### src/design/svw_pkg.sv
// Package: timing constants and enums for the supervisor watchdog and reset timer
`default_nettype none
package svw_pkg;
	localparam int unsigned CLK_MHZ             = 250;
	// Times in their own units, as printed
	localparam int unsigned PURST_TYP_MS        = 250;
	localparam int unsigned RST_TYP_MS          = 250;
	localparam int unsigned WDT_SEL10_TYP_MS    = 250;
	localparam int unsigned WDT_SEL01_TYP_MS    = 650;
	localparam int unsigned WDT_SEL00_TYP_MS    = 1500;
	localparam int unsigned NVW_TYP_MS          = 5;
	localparam int unsigned RPD_MAX_NS          = 500;
	localparam int unsigned GLITCH_MIN_NS       = 50;
	// Cycle counts derived from the rate
	localparam longint unsigned CYC_PER_MS      = longint'(CLK_MHZ) * 1000;
	localparam longint unsigned PURST_CYC       = PURST_TYP_MS * CYC_PER_MS;
	localparam longint unsigned RST_CYC         = RST_TYP_MS * CYC_PER_MS;
	localparam longint unsigned WDT_SEL10_CYC   = WDT_SEL10_TYP_MS * CYC_PER_MS;
	localparam longint unsigned WDT_SEL01_CYC   = WDT_SEL01_TYP_MS * CYC_PER_MS;
	localparam longint unsigned WDT_SEL00_CYC   = WDT_SEL00_TYP_MS * CYC_PER_MS;
	localparam longint unsigned NVW_CYC         = NVW_TYP_MS * CYC_PER_MS;
	localparam int unsigned RPD_MAX_CYC         = (RPD_MAX_NS * CLK_MHZ) / 1000;
	localparam int unsigned GLITCH_CYC          = (GLITCH_MIN_NS * CLK_MHZ + 999) / 1000;
	localparam int unsigned CNT_W               = 32;
	// Period select codes
	localparam logic [1:0] WDT_SEL_OFF          = 2'h3;
	localparam logic [1:0] WDT_SEL_SHORT        = 2'h2;
	localparam logic [1:0] WDT_SEL_MID          = 2'h1;
	localparam logic [1:0] WDT_SEL_LONG         = 2'h0;
	localparam logic [1:0] WDT_SEL_RESET        = WDT_SEL_OFF;
	typedef enum logic [1:0] {
		SVW_ST_POWERUP,
		SVW_ST_RUN,
		SVW_ST_RSTOUT
	} svw_state_e;
endpackage : svw_pkg
`default_nettype wire

### src/design/svw_filt_if.sv
// Interface: raw and filtered serial pin levels between top and filter
`timescale 1ns/1ps
`default_nettype none
interface svw_filt_if;
	logic scl_raw;
	logic sda_raw;
	logic wp_raw;
	logic scl_clean;
	logic sda_clean;
	logic wp_clean;
	modport top (output scl_raw, sda_raw, wp_raw, input scl_clean, sda_clean, wp_clean);
	modport filt (input scl_raw, sda_raw, wp_raw, output scl_clean, sda_clean, wp_clean);
endinterface : svw_filt_if
`default_nettype wire

### src/design/svw_supervisor.sv
// Module: power-up reset, low-supply reset, watchdog and write-cycle timing
`timescale 1ns/1ps
`default_nettype none
module svw_supervisor #(
	parameter longint unsigned PURST_CYC = svw_pkg::PURST_CYC,
	parameter longint unsigned RST_CYC   = svw_pkg::RST_CYC,
	parameter longint unsigned WDT10_CYC = svw_pkg::WDT_SEL10_CYC,
	parameter longint unsigned WDT01_CYC = svw_pkg::WDT_SEL01_CYC,
	parameter longint unsigned WDT00_CYC = svw_pkg::WDT_SEL00_CYC,
	parameter longint unsigned NVW_CYC   = svw_pkg::NVW_CYC
) (
	input  wire logic       core_clk,
	input  wire logic       rst_b,
	input  wire logic       low_supply,
	input  wire logic       scl,
	input  wire logic       sda,
	input  wire logic       wp,
	input  wire logic       write_seq_valid,
	input  wire logic       wdt_period_sel_msb,
	input  wire logic       wdt_period_sel_lsb,
	input  wire logic       wdt_sel_load,
	output logic            reset_out,
	output logic            bus_enable,
	output logic            bus_abort,
	output logic            nv_write_busy,
	output logic            wdt_expired,
	output logic            scl_filt,
	output logic            sda_filt,
	output logic            wp_filt
);
	localparam int unsigned CW = svw_pkg::CNT_W;

	svw_filt_if fif ();
	svw_glitch_filt #(.N_IN(3)) u_filt (
		.core_clk (core_clk),
		.rst_b    (rst_b),
		.pins     (fif.filt)
	);
	assign fif.scl_raw = scl;
	assign fif.sda_raw = sda;
	assign fif.wp_raw  = wp;

	logic                 low_m;
	logic                 low_s;
	svw_pkg::svw_state_e  state;
	svw_pkg::svw_state_e  next_state;
	logic [CW-1:0]        tmr;
	logic [CW-1:0]        wdt_cnt;
	logic [CW-1:0]        nvw_cnt;
	logic [1:0]           wdt_sel;
	logic                 scl_q;
	logic                 sda_q;

	// Low-supply level sync: two flops, 8 ns total, well inside the limit
	always_ff @(posedge core_clk) begin
		low_m <= low_supply;
		low_s <= low_m;
	end

	wire logic       in_reset;
	wire logic       tmr_done;
	wire logic       start_cond;
	wire logic       stop_cond;
	wire logic       bus_act;
	wire logic       wdt_on;
	wire logic [CW-1:0] wdt_limit;
	wire logic       wdt_hit;
	wire logic       nv_start;
	wire logic [1:0] sel_in;

	assign in_reset   = (state != svw_pkg::SVW_ST_RUN) || low_s;
	assign tmr_done   = tmr == '0;
	// Qualified bus events only when out of reset
	assign start_cond = !in_reset && scl_q && fif.scl_clean && sda_q && !fif.sda_clean;
	assign stop_cond  = !in_reset && scl_q && fif.scl_clean && !sda_q && fif.sda_clean;
	assign bus_act    = !in_reset && (scl_q != fif.scl_clean);
	assign sel_in     = {wdt_period_sel_msb, wdt_period_sel_lsb};
	assign wdt_on     = wdt_sel != svw_pkg::WDT_SEL_OFF;
	assign wdt_limit  = (wdt_sel == svw_pkg::WDT_SEL_SHORT) ? CW'(WDT10_CYC - 1) :
	                    (wdt_sel == svw_pkg::WDT_SEL_MID)   ? CW'(WDT01_CYC - 1) :
	                                                          CW'(WDT00_CYC - 1);
	assign wdt_hit    = wdt_on && !in_reset && (wdt_cnt == wdt_limit);
	assign nv_start   = stop_cond && write_seq_valid && (nvw_cnt == '0);

	always_comb begin
		next_state = state;
		unique case (state)
			svw_pkg::SVW_ST_POWERUP: if (tmr_done) next_state = svw_pkg::SVW_ST_RUN;
			svw_pkg::SVW_ST_RUN:     if (low_s || wdt_hit) next_state = svw_pkg::SVW_ST_RSTOUT;
			svw_pkg::SVW_ST_RSTOUT:  if (tmr_done && !low_s) next_state = svw_pkg::SVW_ST_RUN;
			default:                 next_state = svw_pkg::SVW_ST_POWERUP;
		endcase
	end

	// Reset sequencer state
	always_ff @(posedge core_clk) begin
		if (!rst_b) begin
			state <= svw_pkg::SVW_ST_POWERUP;
		end else begin
			state <= next_state;
		end
	end

	// Interval timer, reloaded on entry to reset and while supply is low
	always_ff @(posedge core_clk) begin
		if (!rst_b) begin
			tmr <= CW'(PURST_CYC - 1);
		end else if (state == svw_pkg::SVW_ST_RUN && next_state == svw_pkg::SVW_ST_RSTOUT) begin
			tmr <= CW'(RST_CYC - 1);
		end else if (low_s) begin
			tmr <= CW'(RST_CYC - 1);
		end else if (!tmr_done) begin
			tmr <= tmr - CW'(1);
		end
	end

	// Watchdog period select, held between loads
	always_ff @(posedge core_clk) begin
		if (!rst_b) begin
			wdt_sel <= svw_pkg::WDT_SEL_RESET;
		end else if (wdt_sel_load && !in_reset) begin
			wdt_sel <= sel_in;
		end
	end

	always_ff @(posedge core_clk) begin
		if (!rst_b || in_reset || bus_act || !wdt_on) begin
			wdt_cnt <= '0;
		end else begin
			wdt_cnt <= wdt_cnt + CW'(1);
		end
	end

	// Self-timed write runs to completion once begun
	always_ff @(posedge core_clk) begin
		if (!rst_b) begin
			nvw_cnt <= '0;
		end else if (nv_start) begin
			nvw_cnt <= CW'(NVW_CYC);
		end else if (nvw_cnt != '0) begin
			nvw_cnt <= nvw_cnt - CW'(1);
		end
	end

	// Output values, decided one cycle ahead
	wire logic next_reset_out;
	wire logic next_bus_enable;
	wire logic next_bus_abort;
	wire logic next_nv_write_busy;
	wire logic next_scl_filt;
	wire logic next_sda_filt;
	wire logic next_wp_filt;

	assign next_reset_out     = (next_state != svw_pkg::SVW_ST_RUN) || low_s;
	assign next_bus_enable    = !in_reset && (next_state == svw_pkg::SVW_ST_RUN);
	assign next_bus_abort     = bus_enable && (next_state != svw_pkg::SVW_ST_RUN || low_s);
	assign next_nv_write_busy = nv_start || (nvw_cnt > CW'(1));
	assign next_scl_filt      = in_reset ? 1'b1 : fif.scl_clean;
	assign next_sda_filt      = in_reset ? 1'b1 : fif.sda_clean;
	assign next_wp_filt       = in_reset ? 1'b0 : fif.wp_clean;

	// Previous filtered levels for start and stop detection
	always_ff @(posedge core_clk) begin
		if (!rst_b) begin
			scl_q <= 1'b1;
			sda_q <= 1'b1;
		end else begin
			scl_q <= fif.scl_clean;
			sda_q <= fif.sda_clean;
		end
	end

	always_ff @(posedge core_clk) begin
		if (!rst_b) begin
			reset_out  <= 1'b1;
			bus_enable <= 1'b0;
			bus_abort  <= 1'b0;
		end else begin
			reset_out  <= next_reset_out;
			bus_enable <= next_bus_enable;
			bus_abort  <= next_bus_abort;
		end
	end

	always_ff @(posedge core_clk) begin
		if (!rst_b) begin
			nv_write_busy <= 1'b0;
			wdt_expired   <= 1'b0;
		end else begin
			nv_write_busy <= next_nv_write_busy;
			wdt_expired   <= wdt_hit;
		end
	end

	// Pins as the serial slave sees them, held idle in reset
	always_ff @(posedge core_clk) begin
		if (!rst_b) begin
			scl_filt <= 1'b1;
			sda_filt <= 1'b1;
			wp_filt  <= 1'b0;
		end else begin
			scl_filt <= next_scl_filt;
			sda_filt <= next_sda_filt;
			wp_filt  <= next_wp_filt;
		end
	end
	// start_cond is available for future slave logic; bus_act sees only SCL edges, never a start
	wire logic unused_start;
	assign unused_start = start_cond;
endmodule : svw_supervisor
`default_nettype wire

### src/design/svw_glitch_filt.sv
// Module: synchroniser and narrow pulse suppression for serial inputs
`timescale 1ns/1ps
`default_nettype none
module svw_glitch_filt #(
	parameter int unsigned N_IN = 3
) (
	input  wire logic  core_clk,
	input  wire logic  rst_b,
	svw_filt_if.filt   pins
);
	localparam int unsigned FW = $clog2(svw_pkg::GLITCH_CYC + 1);
	localparam logic [FW-1:0] FMAX = FW'(svw_pkg::GLITCH_CYC);
	wire logic [N_IN-1:0] raw_in;
	wire logic [N_IN-1:0] clean;
	assign raw_in          = {pins.wp_raw, pins.sda_raw, pins.scl_raw};
	assign pins.scl_clean  = clean[0];
	assign pins.sda_clean  = clean[1];
	assign pins.wp_clean   = clean[2];
	genvar i;
	for (i = 0; i < N_IN; i++) begin : g_ch
		logic          meta;
		logic          sync;
		logic [FW-1:0] cnt;
		logic          level;
		wire logic     differs;
		assign clean[i] = level;
		assign differs  = sync != level;
		always_ff @(posedge core_clk) begin
			meta <= raw_in[i];
			sync <= meta;
		end
		// Level must persist the suppression time before it is accepted
		always_ff @(posedge core_clk) begin
			if (!rst_b) begin
				cnt      <= '0;
				level    <= 1'b1;
			end else if (!differs) begin
				cnt <= '0;
			end else if (cnt == FMAX) begin
				cnt      <= '0;
				level    <= sync;
			end else begin
				cnt <= cnt + FW'(1);
			end
		end
	end
endmodule : svw_glitch_filt
`default_nettype wire

### config.mk
export PLATFORM = sky130hd
export DESIGN_NAME = svw_supervisor
export DESIGN_NICKNAME = d
export VERILOG_FILES = /design/src/design/svw_pkg.sv /design/src/design/svw_filt_if.sv /design/src/design/svw_supervisor.sv /design/src/design/svw_glitch_filt.sv
export SDC_FILE = /design/constraint.sdc
export NUM_CORES = 1
export LEC_CHECK = 0
export ABC_AREA = 1
export BUFFER_PORTS_ARGS = -buffer_cell sky130_fd_sc_hd__buf_4
export CAP_MARGIN = 20
export CORE_MARGIN = 1.5
export CORE_UTILIZATION = 49
export DETAILED_ROUTE_END_ITERATION = 8
export PLACE_DENSITY = 0.76
export SLEW_MARGIN = 25
export SYNTH_ARGS = -nofsm -noshare
export SYNTH_HDL_FRONTEND = slang
export SYNTH_SLANG_ARGS = --single-unit
### constraint.sdc
create_clock -name core_clk -period 2.55 [get_ports core_clk]
set_clock_uncertainty 0.15 [all_clocks]
set_input_delay 0.255 -clock core_clk [delete_from_list [all_inputs] [get_ports core_clk]]
set_output_delay 0.255 -clock core_clk [all_outputs]
set_load 0.02 [all_outputs]
==> run_results.csv, run 1 <==
group,metric,value,unit
run_status,status,"finished, final reports clean",
sta,holdWs,0.178,ns
global_route,grt_max_degree,28,
clocking,cts_setup_buffers,0,
routing,wl_per_cell,12.7,microns
sta,final_max_slew_viol_count,0,
routing,route.detailed.drc,0,
clocking,clk_latency,0.43,ns
power_and_ir_drop,p_leak,3.07,nW
sta,period_share,84.7,%
routing,postRouteAntennaNets,0,
synthesis,ys_ff_latch,133,
critical_path,worst-endpoint-required,2.71,ns
layout,drive_gt1_share,11.2,%
power_and_ir_drop,powerDensity,942,mW/mm^2
synthesis,yosysUniqueCellTypes,40,
global_route,antenna_found_initial,0,
global_route,gr-total-overflow,0,
synthesis,synth_edf_count,0,
hold_path,hold_path_class,"reg2reg",
layout,final_cells,1200,
critical_path,crit_slowest_cell,"dfxtp_1",
critical_path,cp_max_fo,19,
placed_design,dp_slack,0.406,ns
floorplan,core.rowCount,43,
placed_design,place_area,0.00712,sq mm
clocking,cts_made_buffers,17,
power_and_ir_drop,finalPower,7.35,mW
critical_path,endpoint_kind,"flop",
hold_path,hp-start,"u_filt.g_ch[2].meta$_DFF_P_",
clocking,cts.clk_slew.worst_paths,0.07,ns
synthesis,synth_nets,997,
synthesis,ys_seq_area_share,38.7,%
floorplan,io_pins,18,
placed_design,dpl.cell_count,1159,
critical_path,worst-path-buf-inv,1,
clocking,cts_sinks,133,
job,maxCapViolations,0,
synthesis,ys_dominant_reg_cell,"dfxtp_1",
placed_design,detailed_place_hpwl,11.0,mm
global_route,grt_pass1_wl,25.5,mm
clocking,clockBufferDepth,2,
critical_path,critPathTopFamily,"simple AND/OR/NAND/NOR gates",
sta,worst_pin_slew,0.933,ns
sta,fmax,463,MHz
floorplan,die_h,121,microns
synthesis,syn-cell-area,0.00688,sq mm
routing,drtPass1Iterations,5,
synthesis,yosysWarnings,0,
clocking,cts_tree,"done",
floorplan,die_width,121,microns
layout,syn_to_final_growth,13.4,%
critical_path,cp-startpoint,"wdt_sel[0]$_SDFFE_PN1P_",
clocking,cts-root-buf,"clkbuf_16",
power_and_ir_drop,ir_worst_vdd,0.000611,V
placed_design,port_buffers,17,
layout,num_antenna_cells,0,
sta,relSlewSlack,37.8,%
clocking,cts_resized,0,
synthesis,syn-instance-count,973,
layout,final_area,0.00780,sq mm
routing,vias,6113,
sta,worst_slack,0.389,ns
routing,wl,15.3,mm
layout,fin_util,56.6,%
floorplan,die_area,0.0148,sq mm
sta,setup_viol_count_final,0,
critical_path,cp_slowest_stage_delay,0.36,ns
critical_path,r2r-start,"wdt_sel[0]$_SDFFE_PN1P_",
sta,tns,0,ns
sta,period_needed,2.16,ns
critical_path,worstSetupPathType,"reg2reg",
global_route,grt_pass1_vias,5561,
clocking,cts_max_level,4,
synthesis,syn_area_per_cell,7.07,sq um
critical_path,critPathLaunchType,"flop",
synthesis,ys_async_sr_fraction,0,%
critical_path,cp_cell_sequence,"inv_1 -> ha_1 -> nor2_1 -> nand2_1 -> o21ai_0 -> nand2_1 -> nor2_2 -> nand3_2 -> nand2_2 -> nand2_4 -> nand2_4 -> nor2_1",
floorplan,initial_utilization,49.9,%
critical_path,cp.arrival,2.33,ns
placed_design,gp_congestion,0.939,
floorplan,core_area,0.0138,sq mm
global_route,grt.total_usage,21.9,%
routing,avgViaCountPerCell,5.09,
routing,drtIter0Drc,353,
sta,hold_violations,0,
layout,final_nets,1031,
sta,rsz0062_at_grt,"no",
[cell usage in the layout (no fill, tap or decap), drive strengths merged, types with 5 or more instances in the layout]
master | Yosys | final
o211ai | 5 | 5
clkinv | 0 | 5
xor2 | 24 | 24
xnor2 | 41 | 41
o21ai | 20 | 20
dfxtp | 133 | 133
nor2 | 229 | 229
clkbuf | 2 | 17
dlygate4sd3 | 0 | 9
nand3 | 59 | 59
nand3b | 5 | 5
a21oi | 44 | 44
buf | 13 | 21
nor3 | 26 | 26
ha | 14 | 14
inv | 83 | 92
nand4 | 22 | 22
nand2 | 239 | 239
[repair_timing]
| action | 4_1_cts | 5_1_grt |
|---|---|---|
| endpoints found under the setup margin | 0 | 0 |
| endpoints found under the hold margin | 10 | 0 |
| hold buffers | 9 | 0 |
[cells in the mapped netlist (2+ instances only)]
| library cell | count | area share (%) |
|---|---|---|
| nand3b_1 | 5 | 0.55 |
| o211ai_1 | 5 | 0.55 |
| inv_1 | 79 | 4.3 |
| nor3_2 | 5 | 0.73 |
| a21oi_2 | 2 | 0.25 |
| nor2_2 | 30 | 2.7 |
| nor4_1 | 2 | 0.18 |
| buf_12 | 2 | 0.58 |
| buf_2 | 5 | 0.36 |
| buf_6 | 5 | 0.82 |
| or2_2 | 2 | 0.18 |
| xnor2_1 | 41 | 5.2 |
| a31oi_1 | 2 | 0.18 |
| inv_2 | 4 | 0.22 |
| nand4_1 | 22 | 2.0 |
| dfxtp_1 | 133 | 39 |
| ha_1 | 14 | 2.5 |
| a21oi_1 | 42 | 3.1 |
| nand2_2 | 6 | 0.55 |
| nand2_4 | 3 | 0.49 |
| o21ai_0 | 20 | 1.5 |
| nand3_1 | 58 | 4.2 |
| xor2_1 | 24 | 3.1 |
| nor3_1 | 21 | 1.5 |
| nor2_1 | 193 | 11 |
| nand2_1 | 229 | 12 |
| nor2_4 | 6 | 0.98 |
[area by class of cell]
class                      instances  area, sq um
multi-input combinational        742         3770
timing repair buffer              30          248
fill                            1286         5970
clock buffer                      17          425
clock inverter                    15          160
sequential                       133         2660
tap                              180          225
inverter                          83          312
[kinds of logic after synthesis]
group	count (synthesis)	share of synthesized area, %
AO/OA/AOI/OAI	74	5.80
XOR/XNOR	65	8.28
adder cells (fa/ha/maj)	14	2.55
buffers and inverters	98	6.53
flip-flops	133	38.7
AND/OR/NAND/NOR	589	38.1
[state kept, by name (all words and copies together), names as in the netlist, 2 cells and up]
name and count:
u_filt.g_ch.sync 3, nvw_cnt 32, u_filt.g_ch.meta 3, u_filt.g_ch.cnt 12
wdt_sel 2, state 2, wdt_cnt 32, tmr 32
[path summary, 6_finish.rpt]
check / slack [ns] / endpoint / depth (start not counted)
max: 0.39 / tmr[12]$_SDFFE_PP0P_ / 12
min: 0.18 / u_filt.g_ch[2].sync$_DFF_P_ / 0
max reg2reg: 0.39 / tmr[12]$_SDFFE_PP0P_ / 12
min reg2reg: 0.18 / u_filt.g_ch[2].sync$_DFF_P_ / 0
[where the power goes]
group | switching (mW) | leakage, nW | internal (mW)
Combinational | 1.56 | 1.69 | 0.859
Sequential | 0.209 | 1.08 | 2.29
Clock | 1.04 | 0.294 | 1.39
Total | 2.81 | 3.07 | 4.54
[layer usage]
layer  share of wire, %  track usage [%]  wire length (microns)
met1                 46             27.7                   7000
met2                 46             35.1                   7020
met3                5.5             5.31                    836
met4                2.8             10.1                    429
met5                  0                0                      0
No activity file was read; power rests on OpenSTA's default activity.
==> run 2: changes to the inputs <==
Clock period 2.55 ns to 2.04 ns, I/O delays scaled along.
==> run_results.csv, run 2 (synthesis results as in run 1) <==
group,metric,value,unit
run_status,status,"finished, final reports clean",
global_route,grt.total_usage,23.2,%
global_route,antenna_found_initial,0,
routing,wl,16.0,mm
layout,syn_to_final_growth,16.4,%
placed_design,detailed_place_hpwl,11.6,mm
critical_path,reg2reg_to,"bus_abort$_SDFF_PN0_",
critical_path,cp_slowest_stage_delay,0.34,ns
power_and_ir_drop,ir_worst_vdd,0.000809,V
sta,period_share,97.2,%
clocking,clk_latency,0.43,ns
critical_path,cp_cell_sequence,"inv_1 -> ha_4 -> nand2_1 -> o21ai_0 -> nand2_1 -> nor2_2 -> nand3_2 -> buf_4 -> nand2_1 -> nand2_1 -> a21oi_1",
layout,fillers,1314,
floorplan,die_area,0.0148,sq mm
floorplan,die_h,121,microns
hold_path,hold_path_class,"reg2reg",
global_route,grt_max_degree,25,
routing,routed-wl-met3,942,microns
floorplan,initial_utilization,49.9,%
sta,period_needed,1.98,ns
layout,multi_input_area,0.00380,sq mm
routing,drtIter0Drc,557,
layout,final_common_cell,"nand2_1",
floorplan,io_pins,18,
placed_design,dp_slack,0.0131,ns
clocking,cts_made_buffers,17,
layout,num_antenna_cells,0,
routing,avgViaCountPerCell,5.16,
job,maxCapViolations,0,
sta,fmax,505,MHz
critical_path,rr_worst_depth,11,
power_and_ir_drop,p_leak,3.16,nW
sta,tns,0,ns
routing,wl_per_cell,13.1,microns
clocking,cts_setup_buffers,0,
routing,postRouteAntennaNets,0,
clocking,cts-root-buf,"clkbuf_16",
layout,ff_latch_area,0.00267,sq mm
critical_path,worst-endpoint-required,2.25,ns
floorplan,core.rowCount,43,
global_route,grt_pass1_vias,5943,
sta,setup_viol_count_final,0,
sta,relSlewSlack,70.7,%
floorplan,core_area,0.0138,sq mm
critical_path,r2r_slack,0.06,ns
routing,met1_length,7.13,mm
layout,final_nets,1050,
layout,final_cell_mix,"nand2_1 (229), nor2_1 (189), dfxtp_1 (130)",
global_route,grt_pass1_wl,27.0,mm
layout,final_area,0.00801,sq mm
clocking,cts_sinks,133,
power_and_ir_drop,powerDensity,1160,mW/mm^2
sta,worst_pin_slew,0.438,ns
critical_path,critPathMostFrequentCell,"nand2_1",
layout,top_regs,"nvw_cnt (32), tmr (32), wdt_cnt (32)",
critical_path,critPathLaunchType,"flop",
sta,worst_slack,0.0579,ns
routing,drtPass1Iterations,5,
critical_path,endpoint_kind,"flop",
hold_path,hp-start,"u_filt.g_ch[1].meta$_DFF_P_",
critical_path,r2r-start,"wdt_sel[0]$_SDFFE_PN1P_",
critical_path,cp_max_fo,5,
clocking,clockBufferDepth,2,
critical_path,worstSetupPathType,"reg2reg",
routing,vias,6285,
hold_path,whs_endpoint,"u_filt.g_ch[1].sync$_DFF_P_",
clocking,cts_max_level,4,
sta,final_max_slew_viol_count,0,
placed_design,gp_congestion,0.954,
floorplan,die_width,121,microns
critical_path,cp.arrival,2.19,ns
layout,drive_gt1_share,13.7,%
global_route,gr-total-overflow,0,
hold_path,holdPathStages,0,
clocking,cts_tree,"done",
placed_design,port_buffers,17,
critical_path,crit_slowest_cell,"dfxtp_2",
routing,highest_layer,"met4",
routing,wl_met2,7.50,mm
routing,route.detailed.drc,0,
clocking,cts.clk_slew.worst_paths,0.07,ns
sta,hold_violations,0,
placed_design,place_area,0.00726,sq mm
[run 2: power by group]
group          total [mW]  switching, mW  internal (mW)
clock network        3.11           1.36           1.76
logic                3.03           1.94           1.09
registers            3.13          0.264           2.87
[run 2: how the worst max path moves through the flow]
stage               depth (start not counted)                     from              endpoint  slack (ns)
CTS                                        12  wdt_sel[0]$_SDFFE_PN1P_  bus_abort$_SDFF_PN0_        0.03
global placement                           12  wdt_sel[0]$_SDFFE_PN1P_   tmr[8]$_SDFFE_PP0P_        0.09
floorplan                                  13  wdt_sel[0]$_SDFFE_PN1P_  tmr[17]$_SDFFE_PP0P_        0.14
global route                               11  wdt_sel[0]$_SDFFE_PN1P_   state[1]$_SDFF_PN0_       -0.03
detailed placement                         12  wdt_sel[0]$_SDFFE_PN1P_  tmr[12]$_SDFFE_PP0P_        0.01
finish                                     11  wdt_sel[0]$_SDFFE_PN1P_  bus_abort$_SDFF_PN0_        0.06
[run 2: critical path, delay by kind of cell, from the launching register on]
family | cells | cell delay [ns]
AOI/OAI and AO/OA | 2 | 0.35
buffers and inverters | 2 | 0.22
DFF | 1 | 0.34
and+or+nand+nor | 6 | 0.55
adders and majority gates | 1 | 0.30
[run 2: per-layer routing]
metal,GRT usage (%),vias up
li1,-,3210
met1,29.0,2809
met2,38.1,228
met3,5.83,38
met4,9.49,0
met5,0,-
[run 2: cell type report]
class,count,area share (%)
sequential,133,33.3
clock buffer,17,5.31
inverter,83,3.89
multi-input combinational,742,47.5
clock inverter,15,2.27
tap,180,2.81
timing repair buffer,49,4.91
[run 2: through the flow]
step,power (mW),std cells,utilization (%),hold WS (ns)
3_5_place_dp,6.17,1177,52.7,0.160
2_1_floorplan,5.64,973,-,0.0817
6_report,9.28,1219,58.1,0.178
4_1_cts,9.32,1219,57.9,0.179
3_3_place_gp,6.13,1177,52.7,0.160
5_1_grt,9.95,1219,58.1,0.197
[run 2: repair_timing]
action	4_1_cts	5_1_grt
hold endpoints to repair	10	0
gates resized for setup	1	11
hold buffers	10	0
setup endpoints to repair	2	64
pin swaps	0	2
==> run 3: changes to the inputs <==
Settings changed: ABC_AREA 1 to not set, BUFFER_PORTS_ARGS -buffer_cell sky130_fd_sc_hd__buf_4 to -buffer_cell sky130_fd_sc_hd__buf_2.
==> run_results.csv, run 3 <==
group,metric,value,unit
sta,final_max_slew_viol_count,0,
synthesis,synth.top_cell.area_share,42.8,%
job,maxCapViolations,0,
critical_path,rr_worst_depth,9,
sta,hold_violations,0,
hold_path,whs_endpoint,"wp_filt$_SDFF_PP0_",
routing,route.detailed.drc,0,
routing,wl,25.0,mm
power_and_ir_drop,powerDensity,1280,mW/mm^2
layout,final_cells,1111,
layout,final_nets,954,
hold_path,hold_path_class,"in2reg",
power_and_ir_drop,clockPowerShare,28.5,%
power_and_ir_drop,internal_power,8.17,mW
hold_path,holdPathStages,4,
critical_path,cp_max_fo,7,
synthesis,yosysUniqueCellTypes,56,
global_route,gr-total-overflow,0,
critical_path,r2r-start,"tmr[9]$_SDFFE_PP0P_",
critical_path,critPathLaunchType,"flop",
floorplan,die_area,0.0134,sq mm
critical_path,worst-endpoint-required,2.25,ns
synthesis,synth_nets,741,
global_route,antenna_found_initial,0,
global_route,grt.total_usage,32.5,%
layout,num_antenna_cells,0,
power_and_ir_drop,netSwitchingPower,4.52,mW
synthesis,ys_seq_area_share,42.8,%
clocking,cts_max_level,4,
power_and_ir_drop,ir_worst_vdd,0.00108,V
clocking,cts_made_buffers,17,
placed_design,detailed_place_hpwl,11.4,mm
clocking,clk_latency,0.44,ns
critical_path,reg2reg_to,"tmr[14]$_SDFFE_PP0P_",
floorplan,die_h,116,microns
synthesis,syn_area_per_cell,8.67,sq um
layout,top_regs,"nvw_cnt (32), tmr (32), wdt_cnt (32)",
sta,setup_viol_count_final,77,
placed_design,dpl.cell_count,1034,
run_status,status,"finished, violations left",
synthesis,synth.area.top_cells,"dfxtp_1 (43%), or4_1 (4.7%), nor2_1 (4.6%)",
synthesis,synth.most_common_cell,"dfxtp_1",
global_route,grt_pass1_vias,7028,
hold_path,hp-start,"rst_b",
sta,tns,-37.15,ns
power_and_ir_drop,p_leak,3.76,nW
synthesis,ys_dominant_reg_cell,"dfxtp_1",
placed_design,place_area,0.00790,sq mm
synthesis,synth_area_leader_cell,"dfxtp_1",
critical_path,cp.arrival,2.90,ns
layout,syn_to_final_growth,59.8,%
layout,final_area,0.00993,sq mm
synthesis,ys_async_sr_fraction,0,%
placed_design,dp_slack,-0.624,ns
global_route,grt_max_degree,33,
sta,relSlewSlack,51.1,%
synthesis,syn-cell-area,0.00622,sq mm
sta,worst_pin_slew,0.723,ns
synthesis,synth_edf_count,0,
floorplan,initial_utilization,50.9,%
routing,vias,7180,
synthesis,ys_ff_latch,133,
routing,postRouteAntennaNets,0,
floorplan,io_pins,18,
clocking,cts_sinks,133,
critical_path,endpoint_kind,"flop",
critical_path,r2r_slack,-0.65,ns
clocking,clockBufferDepth,2,
placed_design,gp_congestion,0.867,
sta,rsz0062_at_grt,"yes",
sta,fmax,371,MHz
sta,period_share,132,%
sta,worst_slack,-0.655,ns
placed_design,port_buffers,17,
floorplan,core_area,0.0122,sq mm
routing,wl_per_cell,22.5,microns
critical_path,worstSetupPathType,"reg2reg",
floorplan,die_width,116,microns
clocking,cts.clk_slew.worst_paths,0.06,ns
floorplan,core.rowCount,40,
layout,drive_gt1_share,44.5,%
layout,fillers,635,
routing,drtPass1Iterations,5,
routing,avgViaCountPerCell,6.46,
synthesis,yosysWarnings,0,
layout,final_common_cell,"buf_4",
power_and_ir_drop,switching_share,35.6,%
global_route,grt_pass1_wl,33.8,mm
synthesis,syn-instance-count,717,
power_and_ir_drop,seqPwrFrac,23.9,%
layout,final_cell_mix,"buf_4 (158), dfxtp_1 (117), nor2_1 (66)",
sta,period_needed,2.69,ns
synthesis,synthTopCellsByCount,"dfxtp_1 (133), nor2_1 (77), nand3_1 (43), a21oi_1 (39), or4_1 (39)",
clocking,cts_tree,"done",
power_and_ir_drop,p_comb_share,47.6,%
clocking,cts-root-buf,"clkbuf_16",
routing,drtIter0Drc,761,
run_status,violations,"negative setup slack",
==> run 3: changes by cell type after synthesis, moves of 18 or more <==
cell and delta:
nand2_1 -197, nor2_1 -116, inv_1 -56, or4_1 +39, or3_1 +36, nor2_2 -30, clkbuf_1 +27, o31ai_1 +26
nor4_1 +18
==> run 3: metal layers <==
layer | wire, microns | vias to the layer above | GRT usage, % | part of all wire [%]
met1 | 8830 | 3459 | 33.3 | 35
met5 | 0 | - | 0 | 0
met2 | 12600 | 461 | 60.7 | 50
met4 | 1790 | 0 | 18.1 | 7.1
li1 | - | 3077 | - | -
met3 | 1840 | 183 | 7.85 | 7.3
==> run 3: cell families (layout without fill, tap and decap cells) <==
group	Yosys count	in the layout	share of synthesized area (%)
flops	133	133	42.8
xor+xnor	44	44	6.20
compound gates	117	117	11.9
simple gates	341	341	31.0
fa+ha+maj	14	14	2.82
mux	10	10	1.63
buf+inv	58	284	3.60
==> run 3: per-stage QoR <==
| stage | hold slack (ns) | total power, mW | utilization (%) |
|---|---|---|---|
| 2_1_floorplan | 0.0817 | 5.64 | - |
| 3_3_place_gp | 0.158 | 6.97 | 64.7 |
| 3_5_place_dp | 0.162 | 7.14 | 64.7 |
| 4_1_cts | 0.0617 | 11.6 | 77.6 |
| 5_1_grt | 0.0472 | 13.1 | 81.3 |
| 6_report | 0.0361 | 12.7 | 81.3 |
==> run 3: critical path: stages, from the launching register on <==
cell and delay, ns:
dfxtp_2 0.33, or4_4 0.52, or4_4 0.52, buf_4 0.16, buf_6 0.12, nor3_4 0.20, buf_6 0.18, buf_6 0.13
o31ai_1 0.09, a21oi_1 0.19
==> run 3: what timing repair did <==
action                     4_1_cts  5_1_grt
hold endpoints to repair         6        0
cloned                           7        0
buffers inserted                24        9
setup endpoints to repair       83       85
pin swaps                       69       29
hold buffers                     9        0
resized for setup              115       93
==> run 3: worst max-delay path by stage <==
stage / start / end / slack [ns] / depth (start not counted)
6_report: tmr[9]$_SDFFE_PP0P_ / tmr[14]$_SDFFE_PP0P_ / -0.65 / 9
5_1_grt: tmr[8]$_SDFFE_PP0P_ / tmr[14]$_SDFFE_PP0P_ / -0.70 / 9
4_1_cts: nvw_cnt[20]$_SDFFE_PN0P_ / nvw_cnt[25]$_SDFFE_PP0N_ / -0.58 / 6
3_5_place_dp: nvw_cnt[20]$_SDFFE_PN0P_ / nvw_cnt[29]$_SDFFE_PP0N_ / -0.62 / 5
3_3_place_gp: tmr[7]$_SDFFE_PP1P_ / tmr[27]$_SDFFE_PP0P_ / -0.56 / 5
2_1_floorplan: tmr[5]$_SDFFE_PP0P_ / tmr[27]$_SDFFE_PP0P_ / -0.60 / 7
==> run 3: area by class of cell <==
type | count | area (sq um) | area share (%)
flip-flops and latches | 133 | 2690 | 27.1
multi-input cells | 526 | 4260 | 42.9
well taps | 168 | 210 | 2.12
inverters | 23 | 88.8 | 0.895
clock inverters | 12 | 225 | 2.27
repair buffers | 229 | 2000 | 20.1
clock buffers | 20 | 457 | 4.60
==> run 3: power by group through the flow <==
stage,Combinational [mW],Clock (mW),Sequential [mW]
global placement,3.93,0,3.04
CTS,5.06,3.53,3.00
global route,6.35,3.72,3.05
finish,6.05,3.61,3.03
detailed placement,4.09,0,3.05
floorplan,2.55,0,3.09
